--- config.mk ---
export PLATFORM = sky130hd
export DESIGN_NAME = link_test_control_monitor
export DESIGN_NICKNAME = d
export VERILOG_FILES = /design/src/design/ltcm_pkg.sv /design/src/design/link_test_control_monitor.sv
export VERILOG_INCLUDE_DIRS = /design/src /design/src/design
export SDC_FILE = /design/constraint.sdc
export NUM_CORES = 1
export LEC_CHECK = 0
export ABC_AREA = 1
export BUFFER_PORTS_ARGS = -buffer_cell sky130_fd_sc_hd__buf_2
export CAP_MARGIN = 20
export CORE_AREA = 3 3 273 275
export DETAILED_ROUTE_END_ITERATION = 8
export DIE_AREA = 0 0 276 278
export SYNTH_ARGS = -nofsm -noshare
export SYNTH_HDL_FRONTEND = slang
export SYNTH_SLANG_ARGS = --single-unit
--- constraint.sdc ---
create_clock -name CLK -period 1.7 [get_ports CLK]
set_input_delay 0 -clock CLK [delete_from_list [all_inputs] [get_ports CLK]]
set_output_delay 0 -clock CLK [all_outputs]
set_load 0.005 [all_outputs]
--- src/design/ltcm_params.svh ---
`ifndef LTCM_PARAMS_SVH
`define LTCM_PARAMS_SVH

// clock and link timing
`define CLK_FREQ_HZ 50000000
`define POLL_TIMEOUT_MS 24
`define SIM_TIMEOUT_US 2
`define POLL_TIMEOUT_CYC (`POLL_TIMEOUT_MS * (`CLK_FREQ_HZ / 1000))
`define SIM_TIMEOUT_CYC (`SIM_TIMEOUT_US * (`CLK_FREQ_HZ / 1000000))
`define TMR_W 21

// register byte offsets
`define REG_CTRL 4'h0
`define REG_STATUS 4'h4
`define REG_CONFIG 4'h8

// test control fields
`define CTRL_RESET 32'h00000000
`define CTRL_WMASK 32'h0000e061
`define CTRL_SIM 0
`define CTRL_CDIS 5
`define CTRL_CFRC 6
`define CTRL_FIX_LO 8
`define CTRL_FIX_HI 11
`define CTRL_FIX_VAL 4'h3
`define CTRL_LSEL_LO 13
`define CTRL_LSEL_HI 15

// per-lane monitor slice layout
`define MON_SLICE_W 64
`define MON_TXD_LO 0
`define MON_TXK 8
`define MON_TXDET 9
`define MON_TXEI 10
`define MON_TXCMP 11
`define MON_RXPOL 12
`define MON_PD_LO 13
`define MON_RXD_LO 15
`define MON_RXK 23
`define MON_RXV 24
`define MON_USED_W 25

// reduced monitor source positions
`define N8_LO_SRC 0
`define N8_HI_SRC 88
`define N4_LO_SRC 320
`define N4_HI_SRC 408
`define WIDE_X8 128
`define WIDE_X4 512

`endif

--- src/design/ltcm_pkg.sv ---
package ltcm_pkg;
	typedef enum {
		ST_DETECT,
		ST_POLL_ACTIVE,
		ST_COMPLIANCE,
		ST_CONFIG
	} link_state_t;
endpackage : ltcm_pkg

--- src/design/link_test_control_monitor.sv ---
// Decided for this implementation: the register offsets and the Avalon-MM slave port.
`include "ltcm_params.svh"

module link_test_control_monitor #(
	parameter int LANES = 4,
	parameter bit NARROW = 1'b0,
	parameter int POLL_TIMEOUT_CYC = `POLL_TIMEOUT_CYC,
	parameter int SIM_TIMEOUT_CYC = `SIM_TIMEOUT_CYC
) (
	input wire logic CLK,
	input wire logic RST,
	input wire logic [3:0] AVS_ADDRESS,
	input wire logic AVS_READ,
	input wire logic AVS_WRITE,
	input wire logic [31:0] AVS_WRITEDATA,
	input wire logic [3:0] AVS_BYTEENABLE,
	output logic [31:0] AVS_READDATA,
	output logic AVS_WAITREQUEST,
	input wire logic RX_DETECTED,
	input wire logic [LANES-1:0] RX_EXIT_DET,
	input wire logic [8*LANES-1:0] TX_DATA,
	input wire logic [LANES-1:0] TX_DATAK,
	input wire logic [LANES-1:0] TX_DETECT_RX,
	input wire logic [LANES-1:0] TX_ELEC_IDLE,
	input wire logic [LANES-1:0] RX_POLARITY,
	input wire logic [2*LANES-1:0] POWER_DOWN,
	input wire logic [8*LANES-1:0] RX_DATA,
	input wire logic [LANES-1:0] RX_DATAK,
	input wire logic [LANES-1:0] RX_VALID,
	output logic SIM_MODE,
	output logic TX_COMPLIANCE,
	output logic [((LANES == 8) ? `WIDE_X8 : `WIDE_X4)-1:0] TEST_OUT,
	output logic [8:0] TEST_OUT_9
);
	import ltcm_pkg::*;

	localparam int WIDE_W = (LANES == 8) ? `WIDE_X8 : `WIDE_X4;
	localparam int SLICES = WIDE_W / `MON_SLICE_W;
	localparam int LO_SRC = (LANES == 8) ? `N8_LO_SRC : `N4_LO_SRC;
	localparam int HI_SRC = (LANES == 8) ? `N8_HI_SRC : `N4_HI_SRC;
	localparam int LW = (LANES > 1) ? $clog2(LANES) : 1;

	logic [31:0] ctrl_ff;
	logic ack_ff;
	logic [31:0] rdata_ff;
	link_state_t st_ff;
	logic [`TMR_W-1:0] tmr_ff;
	logic [WIDE_W-1:0] mon_ff;
	logic [8:0] mon9_ff;

	// bus decode
	wire req = AVS_READ | AVS_WRITE;
	wire sel_ctrl = (AVS_ADDRESS[3:2] == 2'(`REG_CTRL >> 2));
	wire sel_status = (AVS_ADDRESS[3:2] == 2'(`REG_STATUS >> 2));
	wire sel_config = (AVS_ADDRESS[3:2] == 2'(`REG_CONFIG >> 2));
	wire [31:0] be_mask = {{8{AVS_BYTEENABLE[3]}}, {8{AVS_BYTEENABLE[2]}},
		{8{AVS_BYTEENABLE[1]}}, {8{AVS_BYTEENABLE[0]}}};
	wire [31:0] wmask = be_mask & `CTRL_WMASK;
	wire do_write = AVS_WRITE & ack_ff & sel_ctrl;
	wire [31:0] nxt_ctrl = (ctrl_ff & ~wmask) | (AVS_WRITEDATA & wmask);

	// control fields
	wire sim_mode = ctrl_ff[`CTRL_SIM];
	wire cmp_dis = ctrl_ff[`CTRL_CDIS];
	wire cmp_frc = ctrl_ff[`CTRL_CFRC];
	wire [2:0] lane_sel = ctrl_ff[`CTRL_LSEL_HI:`CTRL_LSEL_LO];

	// read views
	wire [31:0] ctrl_view = ctrl_ff | ({28'h0000000, `CTRL_FIX_VAL} << `CTRL_FIX_LO);
	wire [7:0] exit_pad = 8'(RX_EXIT_DET);
	wire [31:0] status_view = {16'h0000, exit_pad, 4'h0,
		(st_ff == ST_COMPLIANCE), sim_mode, 2'(st_ff)};
	wire [31:0] config_view = {23'h000000, NARROW, 8'(LANES)};
	// unmapped reads give zero with the same single wait
	wire [31:0] nxt_rdata = !AVS_READ ? 32'h00000000 :
		sel_ctrl ? ctrl_view :
		sel_status ? status_view :
		sel_config ? config_view : 32'h00000000;

	assign AVS_WAITREQUEST = req & ~ack_ff;
	assign AVS_READDATA = rdata_ff;

	always_ff @(posedge CLK) begin
		if (RST) begin
			ack_ff <= 1'b0;
			rdata_ff <= 32'h00000000;
			ctrl_ff <= `CTRL_RESET;
		end else begin
			ack_ff <= req & ~ack_ff;
			if (req & ~ack_ff) begin
				rdata_ff <= nxt_rdata;
			end
			if (do_write) begin
				ctrl_ff <= nxt_ctrl;
			end
		end
	end

	// polling timer, shortened in simulation mode
	// compare with >= so a sim bit change mid-count still ends polling
	wire [`TMR_W-1:0] tmr_limit = sim_mode ? `TMR_W'(SIM_TIMEOUT_CYC - 1) :
		`TMR_W'(POLL_TIMEOUT_CYC - 1);
	wire timeout = (st_ff == ST_POLL_ACTIVE) && (tmr_ff >= tmr_limit);
	wire all_exit = &RX_EXIT_DET;
	wire any_exit = |RX_EXIT_DET;
	wire [`TMR_W-1:0] nxt_tmr = (st_ff == ST_POLL_ACTIVE && !timeout) ?
		tmr_ff + `TMR_W'(1) : '0;

	// disable is tested before force, so disable wins
	link_state_t nxt_st;
	always_comb begin
		nxt_st = st_ff;
		case (st_ff)
			ST_DETECT: begin
				if (RX_DETECTED) begin
					nxt_st = ST_POLL_ACTIVE;
				end
			end
			ST_POLL_ACTIVE: begin
				if (!RX_DETECTED) begin
					nxt_st = ST_DETECT;
				end else if (all_exit) begin
					nxt_st = ST_CONFIG;
				end else if (timeout) begin
					if (cmp_dis) begin
						nxt_st = any_exit ? ST_CONFIG : ST_DETECT;
					end else if (cmp_frc) begin
						nxt_st = ST_COMPLIANCE;
					end else begin
						nxt_st = any_exit ? ST_CONFIG : ST_COMPLIANCE;
					end
				end
			end
			ST_COMPLIANCE: begin
				if (cmp_dis || !RX_DETECTED) begin
					nxt_st = ST_DETECT;
				end
			end
			ST_CONFIG: begin
				if (!RX_DETECTED) begin
					nxt_st = ST_DETECT;
				end
			end
			default: begin
				nxt_st = ST_DETECT;
			end
		endcase
	end

	always_ff @(posedge CLK) begin
		if (RST) begin
			st_ff <= ST_DETECT;
			tmr_ff <= '0;
		end else begin
			st_ff <= nxt_st;
			tmr_ff <= nxt_tmr;
		end
	end

	wire in_cmp = (st_ff == ST_COMPLIANCE);
	assign SIM_MODE = sim_mode;
	assign TX_COMPLIANCE = in_cmp;

	// lane k of the monitor shows lane (sel + k) mod LANES, a sel of LANES or more counting as 0
	wire [LW-1:0] base_lane = (32'(lane_sel) < LANES) ? LW'(lane_sel) : '0;
	wire [WIDE_W-1:0] nxt_mon;

	genvar k;
	generate
		for (k = 0; k < SLICES; k++) begin : g_slice
			wire [LW:0] sum = {1'b0, base_lane} + (LW + 1)'(k % LANES);
			wire [LW-1:0] ln = (32'(sum) >= LANES) ? LW'(32'(sum) - LANES) : sum[LW-1:0];
			wire [`MON_USED_W-1:0] used = {
				RX_VALID[ln],
				RX_DATAK[ln],
				RX_DATA[8*ln +: 8],
				POWER_DOWN[2*ln +: 2],
				RX_POLARITY[ln],
				in_cmp,
				TX_ELEC_IDLE[ln],
				TX_DETECT_RX[ln],
				TX_DATAK[ln],
				TX_DATA[8*ln +: 8]
			};
			assign nxt_mon[k*`MON_SLICE_W +: `MON_SLICE_W] =
				NARROW ? '0 : {{(`MON_SLICE_W - `MON_USED_W){1'b0}}, used};
		end
	endgenerate

	// reduced view taken from the full map regardless of NARROW
	wire [WIDE_W-1:0] full_mon;
	generate
		for (k = 0; k < SLICES; k++) begin : g_full
			assign full_mon[k*`MON_SLICE_W +: `MON_SLICE_W] = {
				{(`MON_SLICE_W - `MON_USED_W){1'b0}}, g_slice[k].used};
		end
	endgenerate
	wire [8:0] nxt_mon9 = {full_mon[HI_SRC +: 4], full_mon[LO_SRC +: 5]};

	always_ff @(posedge CLK) begin
		if (RST) begin
			mon_ff <= '0;
			mon9_ff <= 9'h000;
		end else begin
			mon_ff <= nxt_mon;
			mon9_ff <= nxt_mon9;
		end
	end

	assign TEST_OUT = mon_ff;
	assign TEST_OUT_9 = mon9_ff;
endmodule : link_test_control_monitor

* After elaboration in Yosys (flattened, before gate mapping)
Cells that the tools add are included.
** Storage, ports and cells
- Bits in registers :: 639
- Input bits :: 145
- Output and inout port bits :: 556
- Logic and storage cells :: 140
** Operators by class
- Add/sub/neg operators :: 8
- Order comparisons :: 10
- Eq/ne operators :: 11
- Shift operators :: 12
- Mux-type cells :: 69
- Bitwise operators :: 10
- Reduce and logical (&&, ||, !) cells :: 11
** Operator list (count)
- $mux W32 :: 8
- $shiftx A32 B6 Y8 :: 8
- $pmux W32 S4 :: 1
- $eq A32 B2 Y1 const B :: 3
- $bmux W1 S2 :: 24
- $and A32 B16 Y32 :: 1
- $and A32 B32 Y32 :: 1
- $eq A32 B1 Y1 const B :: 1
- $eq A32 B3 Y1 const B :: 1
- $logic_not A32 Y1 :: 1
- $not A16 Y32 :: 1
- $or A32 B32 Y32 :: 1
- $shiftx A8 B4 Y2 :: 4
- $mux W1 :: 26
- $add A21 B1 Y21 const B :: 1
- $ge A21 B21 Y1 :: 1
- $mux W21 :: 1
- $mux W2 :: 7
- $lt A2 B3 Y1 const B :: 4
- $mux W12 :: 1
- $ge A3 B3 Y1 const B :: 3
- $reduce_and A4 Y1 :: 2
- $sub A2 B1 Y2 const B :: 4
- $add A2 B2 Y3 const B :: 2
- 17 further kinds :: 24

* Depth between registers and ports, before layout
- Depth in word-level cells :: 8
- Gate-level depth with buffers :: 13
- Depth with buffers taken out :: 13

* Worst setup path before layout
OpenSTA, ideal clock, no wires.
- Path type :: register -> register
- Start :: register (tool-made name)
- End :: register tmr_ff[14]
- Setup time :: 0.080 ns
- Arrival time :: 1.652 ns
- Data required time :: 1.620 ns
- Setup slack :: -0.032 ns
- Stages on the path, launching flop included :: 12
- Buffers on the path :: 1
- Clock period less this slack :: 1.732 ns
- Cell sequence :: dfxtp_1 > ha_1 > nand2_1 > inv_1 > nand2_1 > nor2_1 > nor2_1 > nand2_1 > nand2_1 > nand3_1 > buf_2 > nor3b_1
** RTL lines
- to (signal assigned) :: RTL line link_test_control_monitor.sv:156 : tmr_ff <= nxt_tmr;
- to (decl) :: RTL line link_test_control_monitor.sv:47 : logic [`TMR_W-1:0] tmr_ff;

==> impl_metrics.yaml <==
logic_synthesis:
  synth_most_common_cell: "buf_4"
  synth_edf_count: 0
  yosysWarnings: 0
  ys_types: 36
  synth_common_cells: "buf_4 (446), nand2_1 (177), dfxtp_1 (140), o21ai_0 (132), inv_1 (113)"
  async_reset_ff_share_pct: 0
  netlist_area_um2: 10000
  synth_top_area_share_pct: 33.4
  syn_inst: 1407
  syn_avg_cell_area_um2: 7.13
  synthTopCellsByArea: "buf_4 (33%), dfxtp_1 (28%), nand2_1 (6.6%), o21ai_0 (6.6%), inv_1 (4.2%)"
  synth.largest_area_cell: "buf_4"
  yosysSeqAreaShare_pct: 27.9
  synth_seq_cells: 140
  synth_flop_cell: "dfxtp_1"
power:
  seq_power_share_pct: 38.8
  p_sw_share_pct: 32.8
  power.switching_w: 0.00304
  power_density_nw_per_um2: 706
  p_clk_share_pct: 42.3
  combPwrFrac_pct: 18.9
  power.total_w: 0.00928
  p_int_w: 0.00624
  power_leakage_nw: 6.68
  peakVddDrop_v: 0.000604
setup_path:
  critPathBufInv: 2
  endpoint_kind: "register"
  crit_path_frequent_cell: "nor2_1"
  crit_chain: "buf_8 > ha_4 > nand2_4 > nor2_2 > nand3_1 > nor2_1 > nor2_2 > buf_4 > nand3_4 > nand2_4 > nor2_1 > nor2_1"
  r2r_cells: 12
  path_class: "reg2reg"
  cp_data_arrival_time_ps: 2170
  cp_slowest_cell: "dfxtp_4"
  crit_cells: 12
  required_ps: 2070
  start_kind: "register"
  critPathMaxStageDelay_ps: 380
  path_delay_family: "simple AND/OR/NAND/NOR gates"
  crit_path_max_fanout: 7
sta:
  tns_ps: -826
  clock.fmax_mhz: 557
  finalWorstSetupSlack_ps: -95.7
  relSlewSlack_pct: 62.3
  finalCritPeriodShare_pct: 106
  worst_pin_slew_ps: 565
  grt_setup_unrepaired: "true"
  fin_skew_ps: 11.7
  setup_viol: 17
  period_minus_slack_ps: 1800
  slew_violations: 0
  holdWs_ps: 61.5
  hold_viol: 0
global_routing:
  grt_max_degree: 60
  grt_overflow: 0
  first_global_vias: 7835
  grt_pass1_wl_um: 49300
  grt_usage_pct: 8.72
  antenna_found_initial: 9
route:
  antenna_left: 0
  drc: 0
  drt-initial-drc-count: 359
  drtPass1Iterations: 5
  vias: 9008
  viasPerCell: 3.28
  wl_per_cell_um: 13.2
  wirelength_um: 36300
cells_and_area:
  final_nets: 1930
  drive_above_1_share_pct: 27.1
  syn_to_final_growth_pct: 30.9
clocking:
  clk_latency_ps: 470
  root_buffer: "clkbuf_16"
  clk_path_buf_depth: 2
  clkSinkCount: 140
  cts_made_buffers: 17
  htree_levels: 4
  clk_pin_slew_ps: 80
  cts_tree: "done"
placement:
  io_buffer_count: 336
  place.gp.congestion: 0.816
  dp_hpwl_um: 27800
outcome:
  violations: "setup timing"
  outcome: "complete, but fails checks"
floorplan:
  fp-row-count: 99
  initial_core_util_pct: 13.8
  fp.dieArea_um2: 76700
  die_w_um: 276
  die_h_um: 278
  core_region_area_um2: 72600
  io_pins: 701
min_path:
  min_path_cells: 6
  hp-class: "in2reg"
run:
  max_cap_viol_count: 0
==> power groups by stage <==
stage          Combinational, W  Sequential [W]  Clock (W)
2_1_floorplan           0.00147         0.00365          0
3_3_place_gp            0.00143         0.00368          0
3_5_place_dp            0.00144         0.00368          0
4_1_cts                 0.00169         0.00360    0.00418
5_1_grt                 0.00196         0.00363    0.00424
6_report                0.00175         0.00360    0.00392
==> cell families after synthesis <==
family,after synthesis,synth area share [%]
xor gates and xnor gates,7,0.611
buffers and inverters,615,40.0
adders and majority gates,11,1.37
other,1,0.0374
and+or+nand+nor,349,15.2
DFF,140,27.9
AOI/OAI and AO/OA,284,14.9
==> layout by cell type, fill, tap and decap left out, drive strengths merged, types with 11 or more instances in the layout <==
master         n
conb         334
nand3         13
inv          126
nor2          98
or2           34
dlygate4sd3  118
buf          393
o21ai        173
dfxtp        140
nor3          14
nand2        179
ha            11
a21oi         68
a31oi         32
clkbuf        21
==> flip-flops by register name (all words and copies together) (netlist names), named ones only <==
register,cells
AVS_READDATA,13
TEST_OUT,97
tmr_ff,21
ack_ff,1
st_ff,2
==> through the flow <==
stage / cell area (um2) / cells / setup WS (ps) / utilization (%)
after global placement: 11100 / 2589 / -58.3 / 15.3
after global routing: 13100 / 2746 / -204 / 18.1
after detailed placement: 11100 / 2589 / -91.7 / 15.3
after floorplan: 11300 / 1740 / 108 / -
final: 13100 / 2748 / -95.7 / 18.1
after CTS: 12900 / 2740 / -72.6 / 17.8
==> final timing paths <==
path / start / endpoint / slack (ps)
worst min register to register: tmr_ff[0] / tmr_ff[0] / 450
worst max-delay path: register / st_ff[0] / -100
worst min-delay path: AVS_ADDRESS[2] / AVS_READDATA[2] / 60
worst max register to register: register / st_ff[0] / -100
==> timing repair <==
| item | CTS | global route |
|---|---|---|
| setup buffers | 1 | 4 |
| hold buffers | 118 | 0 |
| pin swaps | 0 | 7 |
| setup endpoints to repair | 24 | 42 |
| hold endpoints to repair | 117 | 0 |
| gates resized for setup | 11 | 39 |
| cloned | 0 | 3 |
==> layout make-up <==
cell class / count / area (um2)
fillers: 8339 / 59500
multi-input cells: 985 / 4610
repair buffers: 514 / 3490
flip-flops and latches: 140 / 2810
well taps: 959 / 1200
clock buffers: 18 / 439
inverters: 116 / 439
clock inverters: 14 / 140
diodes: 2 / 5.00
==> layer usage <==
layer | global-route usage [%] | share of wire (%)
met1 | 11.1 | 43
met4 | 2.97 | 1.5
met2 | 14.5 | 48
met3 | 2.01 | 6.8
met5 | 0 | 0.036
==> tightest hold or removal path: cells and delay by family <==
family | cells | cell delay, ps
AOI/OAI and AO/OA | 2 | 150
buffers and inverters | 2 | 220
and+or+nand+nor | 2 | 130
(Power assumes the default switching activity.)
